File: src/rtl/rtc_ctrl_defines.svh
// constants for the rtc control register and its 1 Hz prescaler
// assumes: included by bare name from files under rtl/
`ifndef RTC_CTRL_DEFINES_SVH
`define RTC_CTRL_DEFINES_SVH

// ----------------------------------------------------------------
// register map and layout
// ----------------------------------------------------------------
`define RTC_CTRL_ONE_ADDR   4'h0
`define RTC_LAST_ADDR       4'hA
`define RTC_CTRL_ONE_RESET  8'h00
`define RTC_SOFT_RESET_CMD  8'h58
`define RTC_BIT_EXTERNAL_CLOCK_TEST_SEL    7
`define RTC_BIT_FREEZE      5
`define RTC_BIT_SOFT_RESET  4
`define RTC_BIT_CIE         2
`define RTC_BIT_HOUR12      1
`define RTC_BIT_LOAD_A      0
`define RTC_CTRL_ONE_WMASK  8'hA7

// ----------------------------------------------------------------
// prescaler
// ----------------------------------------------------------------
`define RTC_PRE_WIDTH       15
`define RTC_TICK_BIT        14
`define RTC_NORMAL_STEP     15'h0001
`define RTC_TEST_STEP       15'h0200
`define RTC_NORMAL_PRESET   15'h7EFC
`define RTC_TEST_PRESET     15'h0000
`define RTC_TEST_LAST_IDLE  15'h3E00

`endif

File: src/rtl/rtc_ctrl_pkg.sv
// types shared by the rtc control block
// assumes: compiled before the modules that use it
package rtc_ctrl_pkg;

  // clock output pin frequency choice, driven by the second control reg
  typedef enum logic [2:0] {
    CLOCK_OUTPUT_PIN_32K  = 3'b000,
    CLOCK_OUTPUT_PIN_16K  = 3'b001,
    CLOCK_OUTPUT_PIN_8K   = 3'b010,
    CLOCK_OUTPUT_PIN_4K   = 3'b011,
    CLOCK_OUTPUT_PIN_2K   = 3'b100,
    CLOCK_OUTPUT_PIN_1K   = 3'b101,
    CLOCK_OUTPUT_PIN_1HZ  = 3'b110,
    CLOCK_OUTPUT_PIN_OFF  = 3'b111
  } clock_output_pin_sel_e;

endpackage

File: src/rtl/rtc_control_prescaler.sv
// first control register of the rtc and the prescaler it steers
// assumes: the serial bus engine runs on clk_in and presents byte
// accesses on reg_*; oscillator and clock pin are asynchronous pins
`timescale 1ns/1ps
`include "rtc_ctrl_defines.svh"

module rtc_control_prescaler (
  input  wire logic                      clk_in,
  input  wire logic                      srst_in,
  input  wire logic                      ce_in,
  input  wire logic                      osc_clk_in,
  input  wire logic                      clock_output_pin_in,
  output logic                           clock_output_pin_out,
  output logic                           clock_output_pin_oe_n_out,
  input  wire rtc_ctrl_pkg::clock_output_pin_sel_e clock_output_pin_sel_in,
  input  wire logic                      reg_ptr_load_in,
  input  wire logic [3:0]                reg_ptr_in,
  input  wire logic                      reg_wr_in,
  input  wire logic [7:0]                reg_wdata_in,
  input  wire logic                      reg_rd_in,
  output logic [7:0]                     reg_rdata_out,
  output logic [3:0]                     reg_ptr_out,
  input  wire logic                      correction_cycle_in,
  output logic                           external_clock_test_sel_out,
  output logic                           freeze_out,
  output logic                           correction_irq_enable_out,
  output logic                           hour_mode_12_out,
  output logic                           load_a_out,
  output logic                           soft_reset_out,
  output logic                           second_tick_out,
  output logic                           correction_irq_out
);

  logic [7:0]                ctrl_reg;
  logic [3:0]                ptr_reg;
  logic [7:0]                rdata_reg;
  logic                      srst_pulse_reg;
  logic                      tick_out_reg;
  logic                      irq_reg;
  logic                      pin_out_reg;
  logic                      pin_oe_n_reg;
  logic [2:0]                osc_sync_reg;
  logic [2:0]                pin_sync_reg;
  logic                      step;
  logic                      pre_tick;
  logic [`RTC_PRE_WIDTH-1:0] pre_count;
  logic                      ctrl_wr;
  logic                      soft_cmd;
  logic                      external_clock_test_sel;
  logic                      freeze;
  logic                      clk_level;

  // ----------------------------------------------------------------
  // pin synchronisers
  // ----------------------------------------------------------------
  // bit 0 is the metastable stage; only bit 1 reads it
  always_ff @(posedge clk_in) begin
    if (srst_in) begin
      osc_sync_reg <= 3'h0;
      pin_sync_reg <= 3'h0;
    end else if (ce_in) begin
      osc_sync_reg <= {osc_sync_reg[1:0], osc_clk_in};
      pin_sync_reg <= {pin_sync_reg[1:0], clock_output_pin_in};
    end
  end

  assign external_clock_test_sel = ctrl_reg[`RTC_BIT_EXTERNAL_CLOCK_TEST_SEL];
  assign freeze   = ctrl_reg[`RTC_BIT_FREEZE];

  // source select: pin edges replace the oscillator in test mode
  assign step = external_clock_test_sel ? (pin_sync_reg[1] && !pin_sync_reg[2])
                         : (osc_sync_reg[1] && !osc_sync_reg[2]);

  // test entry is not aligned to the chain; state is whatever it was
  rtc_prescaler u_prescaler (
    .clk_in    (clk_in),
    .srst_in   (srst_in),
    .ce_in     (ce_in),
    .step_in   (step),
    .test_in   (external_clock_test_sel),
    .freeze_in (freeze),
    .count_out (pre_count),
    .tick_out  (pre_tick)
  );

  // ----------------------------------------------------------------
  // register access
  // ----------------------------------------------------------------
  assign ctrl_wr  = reg_wr_in && (ptr_reg == `RTC_CTRL_ONE_ADDR);
  assign soft_cmd = ctrl_wr && (reg_wdata_in == `RTC_SOFT_RESET_CMD);

  // control bits; unused bits and the reset bit never stored
  always_ff @(posedge clk_in) begin
    if (srst_in) begin
      ctrl_reg <= `RTC_CTRL_ONE_RESET;
    end else if (ce_in) begin
      if (soft_cmd) begin
        ctrl_reg <= `RTC_CTRL_ONE_RESET;
      end else if (ctrl_wr) begin
        ctrl_reg <= reg_wdata_in & `RTC_CTRL_ONE_WMASK;
      end
    end
  end

  // pointer auto-increments and wraps after the last register
  always_ff @(posedge clk_in) begin
    if (srst_in) begin
      ptr_reg <= 4'h0;
    end else if (ce_in) begin
      if (soft_cmd) begin
        ptr_reg <= `RTC_CTRL_ONE_ADDR;
      end else if (reg_ptr_load_in) begin
        ptr_reg <= reg_ptr_in;
      end else if (reg_wr_in || reg_rd_in) begin
        if (ptr_reg >= `RTC_LAST_ADDR) begin
          ptr_reg <= 4'h0;
        end else begin
          ptr_reg <= ptr_reg + 4'h1;
        end
      end
    end
  end

  // read data; other addresses belong to neighbouring blocks
  always_ff @(posedge clk_in) begin
    if (srst_in) begin
      rdata_reg <= 8'h00;
    end else if (ce_in && reg_rd_in) begin
      if (ptr_reg == `RTC_CTRL_ONE_ADDR) begin
        rdata_reg <= ctrl_reg & `RTC_CTRL_ONE_WMASK;
      end else begin
        rdata_reg <= 8'h00;
      end
    end
  end

  // one-cycle reset strobe for the other registers of the device
  always_ff @(posedge clk_in) begin
    if (srst_in) begin
      srst_pulse_reg <= 1'b0;
    end else if (ce_in) begin
      srst_pulse_reg <= soft_cmd;
    end
  end

  // ----------------------------------------------------------------
  // time base and events
  // ----------------------------------------------------------------
  // gating on freeze too keeps counters steady while software writes
  always_ff @(posedge clk_in) begin
    if (srst_in) begin
      tick_out_reg <= 1'b0;
      irq_reg      <= 1'b0;
    end else if (ce_in) begin
      tick_out_reg <= pre_tick && !freeze;
      irq_reg      <= correction_cycle_in && ctrl_reg[`RTC_BIT_CIE];
    end
  end

  // frequency mux; frozen, only 8 kHz and above keep running
  always_comb begin
    clk_level = 1'b0;
    case (clock_output_pin_sel_in)
      rtc_ctrl_pkg::CLOCK_OUTPUT_PIN_32K: clk_level = osc_sync_reg[1];
      rtc_ctrl_pkg::CLOCK_OUTPUT_PIN_16K: clk_level = pre_count[0];
      rtc_ctrl_pkg::CLOCK_OUTPUT_PIN_8K:  clk_level = pre_count[1];
      rtc_ctrl_pkg::CLOCK_OUTPUT_PIN_4K:  clk_level = pre_count[2] && !freeze;
      rtc_ctrl_pkg::CLOCK_OUTPUT_PIN_2K:  clk_level = pre_count[3] && !freeze;
      rtc_ctrl_pkg::CLOCK_OUTPUT_PIN_1K:  clk_level = pre_count[4] && !freeze;
      rtc_ctrl_pkg::CLOCK_OUTPUT_PIN_1HZ: clk_level = pre_count[14] && !freeze;
      default:                  clk_level = 1'b0;
    endcase
  end

  // pin driver; in test mode the pin is released to act as input
  always_ff @(posedge clk_in) begin
    if (srst_in) begin
      pin_out_reg  <= 1'b0;
      pin_oe_n_reg <= 1'b0;
    end else if (ce_in) begin
      pin_out_reg  <= clk_level && !external_clock_test_sel;
      pin_oe_n_reg <= external_clock_test_sel;
    end
  end

  assign clock_output_pin_out        = pin_out_reg;
  assign clock_output_pin_oe_n_out   = pin_oe_n_reg;
  assign reg_rdata_out               = rdata_reg;
  assign reg_ptr_out                 = ptr_reg;
  assign external_clock_test_sel_out = ctrl_reg[`RTC_BIT_EXTERNAL_CLOCK_TEST_SEL];
  assign freeze_out                  = ctrl_reg[`RTC_BIT_FREEZE];
  assign correction_irq_enable_out   = ctrl_reg[`RTC_BIT_CIE];
  assign hour_mode_12_out            = ctrl_reg[`RTC_BIT_HOUR12];
  assign load_a_out                  = ctrl_reg[`RTC_BIT_LOAD_A];
  assign soft_reset_out              = srst_pulse_reg;
  assign second_tick_out             = tick_out_reg;
  assign correction_irq_out          = irq_reg;
endmodule

File: src/rtl/rtc_prescaler.sv
// 15-stage prescaler producing the one-second tick
// assumes: step_in is a one-cycle enable per source clock rising edge
`timescale 1ns/1ps
`include "rtc_ctrl_defines.svh"

module rtc_prescaler (
  input  wire logic                      clk_in,
  input  wire logic                      srst_in,
  input  wire logic                      ce_in,
  input  wire logic                      step_in,
  input  wire logic                      test_in,
  input  wire logic                      freeze_in,
  output logic [`RTC_PRE_WIDTH-1:0]      count_out,
  output logic                           tick_out
);

  logic [`RTC_PRE_WIDTH-1:0] cnt_reg;
  logic [`RTC_PRE_WIDTH-1:0] cnt_next;
  logic                      tick_reg;

  // a macro literal cannot be part-selected, so hold the preset here
  localparam logic [`RTC_PRE_WIDTH-1:0] normal_preset = `RTC_NORMAL_PRESET;

  // ----------------------------------------------------------------
  // next count
  // ----------------------------------------------------------------
  // test mode feeds the top six stages directly, so 64 steps wrap
  always_comb begin
    cnt_next = cnt_reg;
    if (freeze_in && test_in) begin
      cnt_next = `RTC_TEST_PRESET;
    end else if (freeze_in) begin
      // upper stages held at the preset, lowest two keep running
      cnt_next = {normal_preset[`RTC_PRE_WIDTH-1:2],
                  cnt_reg[1:0] + {1'b0, step_in}};
    end else if (step_in && test_in) begin
      cnt_next = cnt_reg + `RTC_TEST_STEP;
    end else if (step_in) begin
      cnt_next = cnt_reg + `RTC_NORMAL_STEP;
    end
  end

  // count state; the preset sets the release-to-first-tick delay
  always_ff @(posedge clk_in) begin
    if (srst_in) begin
      cnt_reg <= '0;
    end else if (ce_in) begin
      cnt_reg <= cnt_next;
    end
  end

  // tick on the 0 to 1 transition of the top stage
  always_ff @(posedge clk_in) begin
    if (srst_in) begin
      tick_reg <= 1'b0;
    end else if (ce_in) begin
      tick_reg <= cnt_next[`RTC_TICK_BIT] && !cnt_reg[`RTC_TICK_BIT];
    end
  end

  assign count_out = cnt_reg;
  assign tick_out  = tick_reg;
endmodule

File: config.mk
export PLATFORM = sky130hd
export DESIGN_NAME = rtc_control_prescaler
export DESIGN_NICKNAME = d
export VERILOG_FILES = /design/src/rtl/rtc_ctrl_pkg.sv /design/src/rtl/rtc_control_prescaler.sv /design/src/rtl/rtc_prescaler.sv
export VERILOG_INCLUDE_DIRS = /design/src /design/src/rtl
export SDC_FILE = /design/constraint.sdc
export NUM_CORES = 1
export LEC_CHECK = 0
export BUFFER_PORTS_ARGS = -buffer_cell sky130_fd_sc_hd__buf_2
export CORE_ASPECT_RATIO = 1.5
export CORE_MARGIN = 1
export CORE_UTILIZATION = 40
export CTS_CLUSTER_SIZE = 28
export DETAILED_ROUTE_END_ITERATION = 10
export PLACE_DENSITY_LB_ADDON = 0.05
export SYNTH_ARGS = -nofsm -noshare
export SYNTH_HDL_FRONTEND = slang
export SYNTH_SLANG_ARGS = --single-unit
File: constraint.sdc
create_clock -name clk_in -period 2.07 [get_ports clk_in]
set_input_delay 0.207 -clock clk_in [delete_from_list [all_inputs] [get_ports clk_in]]
set_output_delay 0.207 -clock clk_in [all_outputs]
set_load 0.02 [all_outputs]
# Word-level counts from Yosys, hierarchy flattened
# Index checks and enable logic that the tools add are counted.
word_totals:
  register_bits: 47
  latch_bits: 0
  ram_bits: 0
  mem_bits_ro: 0
  in_bits: 24
  output_inout_bits: 22
  memories: 0
classes:
  add_sub_neg: 4
  mul: 0
  div_mod_pow: 0
  order_cmp: 1
  eq_ne: 7
  n_shift: 0
  muxes: 13
  bitwise_logic: 0
  reduce_logical: 29
ops:
  columns: ["cell", "count"]
  rows:
  - ["$mux W15", 4]
  - ["$mux W8", 3]
  - ["$mux W4", 4]
  - ["$add A15 B1 Y15 const B", 1]
  - ["$add A15 B10 Y15 const B", 1]
  - ["$logic_and A1 B1 Y1", 15]
  - ["$eq A3 B3 Y1 const B", 3]
  - ["$eq A8 B7 Y1 const B", 1]
  - ["$pmux W1 S7", 1]
  - ["$eq A3 B2 Y1 const B", 2]
  - ["$reduce_and A2 Y1", 3]
  - ["$logic_not A1 Y1", 5]
  - ["$add A4 B1 Y4 const B", 1]
  - ["$ge A4 B4 Y1 const B", 1]
  - ["$logic_not A4 Y1", 1]
  - ["$reduce_bool A4 Y1", 1]
  - ["$eq A3 B1 Y1 const B", 1]
  - ["$logic_not A3 Y1", 1]
  - ["$reduce_bool A3 Y1", 1]
  - ["$add A2 B1 Y2", 1]
  - ["$reduce_bool A2 Y1", 1]
  - ["$logic_or A1 B1 Y1", 1]
  - ["$mux W1", 1]

# Longest topological paths before layout
# Gate-level depths: netlist of run 1.
depth:
  ltp_word: 8
  depth_mapped: 8
  mapped_depth_nobuf: 7

# By module
# Synthesis of run 1 repeated with hierarchy kept, for this count alone.
unflattened:
  cells_unflattened: 291
  area_unflattened_um2: 2458.6
by_module_without_submodules:
  columns: ["mod", "n_inst", "cells_per_inst", "area_each_um2", "seq_area_each_um2"]
  rows:
  - ["rtc_prescaler", 1, 158, 1244.9, 320.3]
  - ["rtc_control_prescaler", 1, 133, 1213.7, 500.5]

# Worst setup path after synthesis of run 1
# No wires, ideal clock.
synth_timing:
  path_type: "register -> register"
  from: "register ctrl_reg[7]"
  to: "register u_prescaler.cnt_reg[11], in the netlist u_prescaler.count_out[11]"
  setup_time_ns: 0.079
  arrival_ns: 1.654
  setup_slack_ns: 0.338
  stages_incl_launch_ff: 7
  path_buffers: 1
  cell_sequence: "dfxtp_1 -> or3b_1 -> buf_6 -> nand2_4 -> o2111ai_2 -> or4b_1 -> o211ai_1"
synth_between:
  elab_chain_cells: 5
  word_cells_on_any_way: 8
  cone_classes: "mux: 4; reduce/logical: 4"
synth_rtl:
  columns: ["item", "line_no", "text"]
  rows:
  - ["start: declaration", "rtc_control_prescaler.sv:34", "logic [7:0] ctrl_reg;"]
  - ["start signal: assignment", "rtc_control_prescaler.sv:95", "ctrl_reg <= `RTC_CTRL_ONE_RESET;"]
  - ["start signal: assignment", "rtc_control_prescaler.sv:98", "ctrl_reg <= `RTC_CTRL_ONE_RESET;"]
  - ["start signal: assignment", "rtc_control_prescaler.sv:100", "ctrl_reg <= reg_wdata_in & `RTC_CTRL_ONE_WMASK;"]
  - ["$mux W1", "rtc_control_prescaler.sv:71", "assign step = external_clock_test_sel ? (pin_sync_reg[1] && !pin_sync_reg[2])"]
  - ["$logic_and A1 B1 Y1", "rtc_prescaler.sv:36", "end else if (step_in && test_in) begin"]
  - ["$mux W15", "rtc_prescaler.sv:36", null]
  - ["$mux W15", "rtc_prescaler.sv:32", "end else if (freeze_in) begin"]
  - ["$mux W15", "rtc_prescaler.sv:30", "if (freeze_in && test_in) begin"]
  - ["end signal: assignment", "rtc_prescaler.sv:48", "cnt_reg <= cnt_next;"]
  - ["end: declaration", "rtc_prescaler.sv:17", "logic [`RTC_PRE_WIDTH-1:0] cnt_reg;"]
# Several ways; a longest one is shown, not always the timed one.
# A chain may end at the register's enable or synchronous reset.

# Worst setup path in the final report of run 1
layout_timing:
  from: "register u_prescaler.cnt_reg[2], in the netlist u_prescaler.count_out[2]"
  to: "register u_prescaler.cnt_reg[11], in the netlist u_prescaler.count_out[11]"
layout_between:
  elab_chain_cells: 5
  word_cells_on_any_way: 6
  cone_classes: "add/sub: 2; mux: 4"
layout_rtl:
  columns: ["item", "line_no", "text"]
  rows:
  - ["$add A15 B1 Y15 (no line)", null, null]
  - ["$mux W15", "rtc_prescaler.sv:38", "end else if (step_in) begin"]
  - ["$mux W15 (*)", "rtc_prescaler.sv:36", null]
  - ["$mux W15 (*)", "rtc_prescaler.sv:32", null]
  - ["$mux W15 (*)", "rtc_prescaler.sv:30", null]
# Mark *: on every way between the ends. The rest lies on a longest branch, timed or not. The select of a mux whose other input is x is not followed.

==> impl_results.md, run 1 <==
* DR WL/cell at 14.4 um
* 1st-iter DRT viols at roughly 180
* Share of layout cells above drive strength 1 at a little over a fifth
* Final ANT Viol Nets at 0
* Vias in the first global route at ~2200
* Area leader, netlist: dfxtp_1
* Diodes inserted at 0
* First-pass GRT wire length at between 10 and 15 mm
* Maximum capacitance violations at 0
* Final Wtd Congestion at 0.800
* Synthesized area at ~2300 sq um
* Worst-skew pair later-pin latency at approximately 300 ps
* Largest net degree at the start of global routing at 32
* CP max FO at 6
* Critical path class: reg -> reg
* Residual DRC at 0
* Die ar. at between 6000 and 7000 sq um
* Post-synthesis area per instance at 7.88 sq um
* Congestion Overflow GR at 0
* CTS tree: built
* Share of the synthesized area in the top cell type at ~36%
* Post-DP HPWL at around 4.5 mm
* Final Hold Viols at 0
* Die W at ~64 um
* Mux cell area share after synthesis at under 10%
* Worst Clk Skew at 5.26 ps
* Worst Path Required at 2290 ps
* Post-CTS setup buffer count at 0
* EDFF count, synth at 0
* Largest cells by area after synthesis: dfxtp_1 (36%), a21oi_1 (5.9%), nor2_1 (5.5%)
* Final #Nets at around 380
* Cell variety after synth at 58
* CP endpoint kind: register
* Fmax at about 530 MHz
* Post-synthesis xor/xnor area fraction at less than 1%
* Seq/Total Area, Yosys at a little over a third
* Main flop type after synthesis: dfxtp_1
* Initial antenna violation count at 0
* Synth Instances at just under 300
* Clock Pin Slew Worst Setup and Hold Paths at 80 ps
* Count of warnings emitted by yosys at 0
* Drt total wl at ~6 mm
* Via/cell ratio at roughly 5.5
* Largest family of logic cells by synthesized area: simple AND/OR/NAND/NOR gates
* Area growth from synthesis to layout at 20.1%
* Hold buffers post-CTS at 0
* H-tree depth at 2
* FFs w/ async S/R, synth at 0%
* Total CTS buffers at 5
* Synth Area in Simple Gates at approximately a quarter
* Pwr dens at 622 nW/um^2
* Worst IR drop on VDD at about 0.31 mV
* Worst hold path type: in -> reg
* Compound-gate portion of the synthesized area at a little under a quarter
* Clock Path Buffers at 2
* Minimum hold slack at ~150 ps
* Number of synthesized register bits at 41
* Root buf cell: clkbuf_8
* Static Leak at between 1 and 1.5 nW
* Slew Viols, Final at 0
* Input/output buffers at 42
* # IOs at 46
* Crit share post-route at 91.3%
* Height of the chip at around 95 um
* Most frequent cell after synthesis: dfxtp_1
* Total track usage at a little over a fifth
* WP data arrival at roughly 2100 ps
* Worst setup SP type: register
* # resized after CTS at 0
* Core Area at 5530 sq um
* Most frequent cells after synthesis: dfxtp_1 (41), nor2_1 (34), nand2_1 (33), a21oi_1 (27), nand3_1 (15)
* Final setup TNS at 0 ps
* Via Count at roughly 2300
* RSZ-0062 raised after global routing: no
* Setup violations, final at 0
* Clock Sinks at between 40 and 50
* Initial Util at a little over two fifths
* Tmin final at 1890 ps
* First-pass DRT Iterations at 4
* Max FFs per register at 15
* Status: finished, final reports clean
* Synth Area in Adders at 3.79%
* Row cnt at 33
## layer usage
| layer | global-route usage, % | part of all wire (%) |
|---|---|---|
| met1 | 23.9 | 43 |
| met2 | 39.3 | 52 |
| met3 | 2.63 | 3.4 |
| met4 | 7.77 | 1.4 |
| met5 | 0 | 0 |
## worst max-delay path: stages, from the launching register on
cell      delay, ps
dfxtp_1         430
nand4_1         180
or3_1           430
o21ai_1         200
or4b_1          460
o211ai_1        110
## cells in the final DEF, fill, tap and decap left out, types with 6 or more instances in the layout
cell type   n
nand3_1    15
ha_1        7
buf_2      42
nor3_1      9
inv_1      10
nor2_1     34
o21ai_0    11
a21oi_1    27
nand2_1    33
buf_4      18
a22oi_1    13
o31ai_1     6
dfxtp_1    41
mux2i_1    10
## area by class of cell
type	count	area, sq um
fill	586	2760
inverter	11	41.3
clock buffer	6	72.6
multi-input combinational	225	1370
timing repair buffer	60	345
tap	70	87.6
sequential	41	821
clock inverter	2	38.8
## path summary, 6_finish.rpt
kind / from / endpoint / slack (ps) / cells past startpoint
min reg2reg: second_tick_out / second_tick_out / 470 / 2
max reg2reg: u_prescaler.count_out[2] / u_prescaler.count_out[11] / 180 / 5
max: u_prescaler.count_out[2] / u_prescaler.count_out[11] / 180 / 5
min: clock_output_pin_in / pin_sync_reg[0] / 150 / 3
## metrics by stage
stage	power, mW	cell area (sq um)	std cells	util [%]	setup slack (ps)
after CTS	1.73	2770	415	50.1	194
after detailed placement	1.09	2660	407	48.1	232
final	1.72	2770	415	50.1	180
after floorplan	0.999	2320	295	-	338
after global placement	1.09	2660	407	48.1	272
after global routing	1.80	2770	415	50.1	17.5
## cells by family (layout without fill, tap and decap cells)
family / count (synthesis) / in the layout
multiplexers: 10 / 10
adder cells (fa/ha/maj): 7 / 7
XOR/XNOR: 1 / 1
other: 1 / 3
buffers and inverters: 29 / 79
AND/OR/NAND/NOR: 121 / 121
AO/OA/AOI/OAI: 83 / 83
flip-flops: 41 / 41
## report_power, final
part | switching (mW) | internal, mW | total [mW]
registers | 0.0187 | 0.808 | 0.826
clock network | 0.296 | 0.362 | 0.658
logic | 0.145 | 0.0953 | 0.240
Note: power is estimated with default switching activity, not from simulation.
==> run 2, diff against run 1 <==
--- a/config.mk
+++ b/config.mk
@@ -9,9 +9,10 @@
 export BUFFER_PORTS_ARGS = -buffer_cell sky130_fd_sc_hd__buf_2
 export CORE_ASPECT_RATIO = 1.5
 export CORE_MARGIN = 1
-export CORE_UTILIZATION = 40
+export CORE_UTILIZATION = 55
 export CTS_CLUSTER_SIZE = 28
 export DETAILED_ROUTE_END_ITERATION = 10
+export GPL_TIMING_DRIVEN = 0
 export PLACE_DENSITY_LB_ADDON = 0.05
 export SYNTH_ARGS = -nofsm -noshare
 export SYNTH_HDL_FRONTEND = slang
==> run 2 against run 1 <==
Total power up 0.31%. Wire length down 2.1%. Critical path depth up 1. Cell count down 6.3%. First-iteration DRC count down 56%. Register-to-register slack worse by 100 ps. Clock power up 2%. Largest cell class unchanged. Count of clock-buffer cells in the layout down 1. Largest power group unchanged. Critical endpoint is now u_prescaler.count_out[14].
==> impl_results.md, run 2 (synthesis results as in run 1) <==
* Worst-skew pair later-pin latency at approximately 310 ps
* Diodes inserted at 0
* Area occupied by multi-input gates at 1380 sq um
* Root buf cell: clkbuf_8
* 1st-iter DRT viols at 77
* CP endpoint kind: register
* Setup violations, final at 0
* Core Area at approximately 4000 sq um
* Final setup margin at 78.3 ps
* Via Count at roughly 2400
* Status: finished, final reports clean
* Slew Limit Headroom at about two fifths
* Maximum capacitance violations at 0
* Slew Viols, Final at 0
* RSZ-0062 raised after global routing: no
* CP max-delay cell: dfxtp_1
* Worst reg2reg path startpoint: u_prescaler.count_out[1]
* R2r setup slk at 80 ps
* Commonest non-fill, non-tap cell in the layout: buf_2
* Die ar. at 4470 sq um
* CTS tree: built
* Height of the chip at 81.3 um
* Max incr delay on CP at about 460 ps
* Total CTS buffers at 5
* CP cell instances: ha_1, nand3_1, nor3_2, a31oi_1, o311ai_1, a21oi_1
* Worst Hold End: osc_sync_reg[0]
* Final ANT Viol Nets at 0
* Worst slew pin tran at 905 ps
* Pre-CTS WS at -11.0 ps
* Drt total wl at just under 6 mm
* Crit share post-route at just under 100%
* Area growth from synthesis to layout at 17.3%
* Static Leak at roughly 1.1 nW
* Final Hold Viols at 0
* # fillers at around 380
* Initial antenna violation count at 0
* Residual DRC at 0
* Final #Nets at roughly 370
* First-pass GRT wire length at 9.10 mm
* Hold Path Depth at 3
* Max FFs per register at 15
* Final setup TNS at 0 ps
* WP data arrival at 2180 ps
* Worst IR drop on VDD at between 0.6 and 0.7 mV
* Row cnt at 28
* Input/output buffers at 39
* Initial Util at roughly 58%
* Hold path start: osc_clk_in
* Clock Sinks at 41
* Worst Path Required at between 2000 and 2500 ps
* Most frequent cells in the layout: buf_2 (41), dfxtp_1 (40), nor2_1 (34)
* Die W at ~55 um
* Largest net degree at the start of global routing at 15
* CP max FO at 6
* Vias in the first global route at a little under 2000
* Worst Clk Skew at roughly 12 ps
* Pwr dens at roughly 640 nW/um^2
* Total track usage at approximately 28%
* Congestion Overflow GR at 0
* Clock Path Buffers at 2
* Critical R2R Capture: u_prescaler.count_out[14]
* Fmax at 502 MHz
* DR WL/cell at approximately 15 um
* Tmin final at 1990 ps
* Worst setup SP type: register
* Worst hold path type: in -> reg
* Post-DP HPWL at 4.27 mm
* Final Wtd Congestion at approximately 0.87
* # IOs at 46
* Critical path class: reg -> reg
* First-pass DRT Iterations at 6
* Via/cell ratio at around 6.1
* R2r worst-path depth at 6
* FF/Latch Area at between 800 and 900 sq um
* H-tree depth at 2
* Clock Pin Slew Worst Setup and Hold Paths at about 90 ps
* Share of layout cells above drive strength 1 at 18.3%
run 2: worst max-delay path: cells and delay by family (launching register included):
family	cells	cell delay, ps
compound gates	3	690
simple gates	2	490
fa+ha+maj	1	230
flops	1	460
run 2: final cells by class:
cell class                 count  area share (%)
buffer                        18            3.28
tap                           45            2.08
timing repair buffer          41            7.76
inverter                      11            1.52
sequential                    41            30.4
clock inverter                 3            1.62
multi-input combinational    225            50.8
clock buffer                   5            2.54
run 2: layer usage:
layer  vias to the layer above  track usage [%]  wire, um
met3                         5             4.87       301
li1                       1169                -         -
met4                         0             10.5        85
met1                      1106             32.1      2390
met2                        82             50.1      3070
met5                         -                0         0
run 2: report_power, final:
group | switching, mW | internal (mW)
sequential | 0.0264 | 0.808
clock | 0.307 | 0.361
combinational | 0.139 | 0.0879
total | 0.473 | 1.26
run 2: worst max-delay path by stage:
stage | startpoint | end | slack (ps) | depth (start not counted)
2_1_floorplan | ctrl_reg[7] | u_prescaler.count_out[11] | 340 | 6
3_3_place_gp | ctrl_reg[7] | u_prescaler.count_out[14] | 20 | 5
3_5_place_dp | ctrl_reg[7] | u_prescaler.count_out[14] | -10 | 5
4_1_cts | u_prescaler.count_out[0] | u_prescaler.count_out[14] | 20 | 6
5_1_grt | u_prescaler.count_out[1] | u_prescaler.count_out[14] | 9 | 6
6_report | u_prescaler.count_out[1] | u_prescaler.count_out[14] | 80 | 6
run 2: what timing repair did:
action,in CTS,in global routing
setup buffers,0,2
endpoints found under the setup margin,1,2
resized for setup,1,2
hold buffers,0,0
gates cloned,0,0
pin swaps,0,1
run 2: stage by stage:
stage | std cells | total power [mW] | cell area (sq um) | hold WS [ps] | utilization [%]
floorplan | 295 | 0.999 | 2320 | 354 | -
global placement | 379 | 1.07 | 2570 | 444 | 64.3
detailed placement | 379 | 1.07 | 2570 | 450 | 64.3
CTS | 387 | 1.73 | 2690 | 139 | 67.3
global route | 389 | 1.79 | 2710 | 152 | 67.8
finish | 389 | 1.73 | 2710 | 138 | 67.8
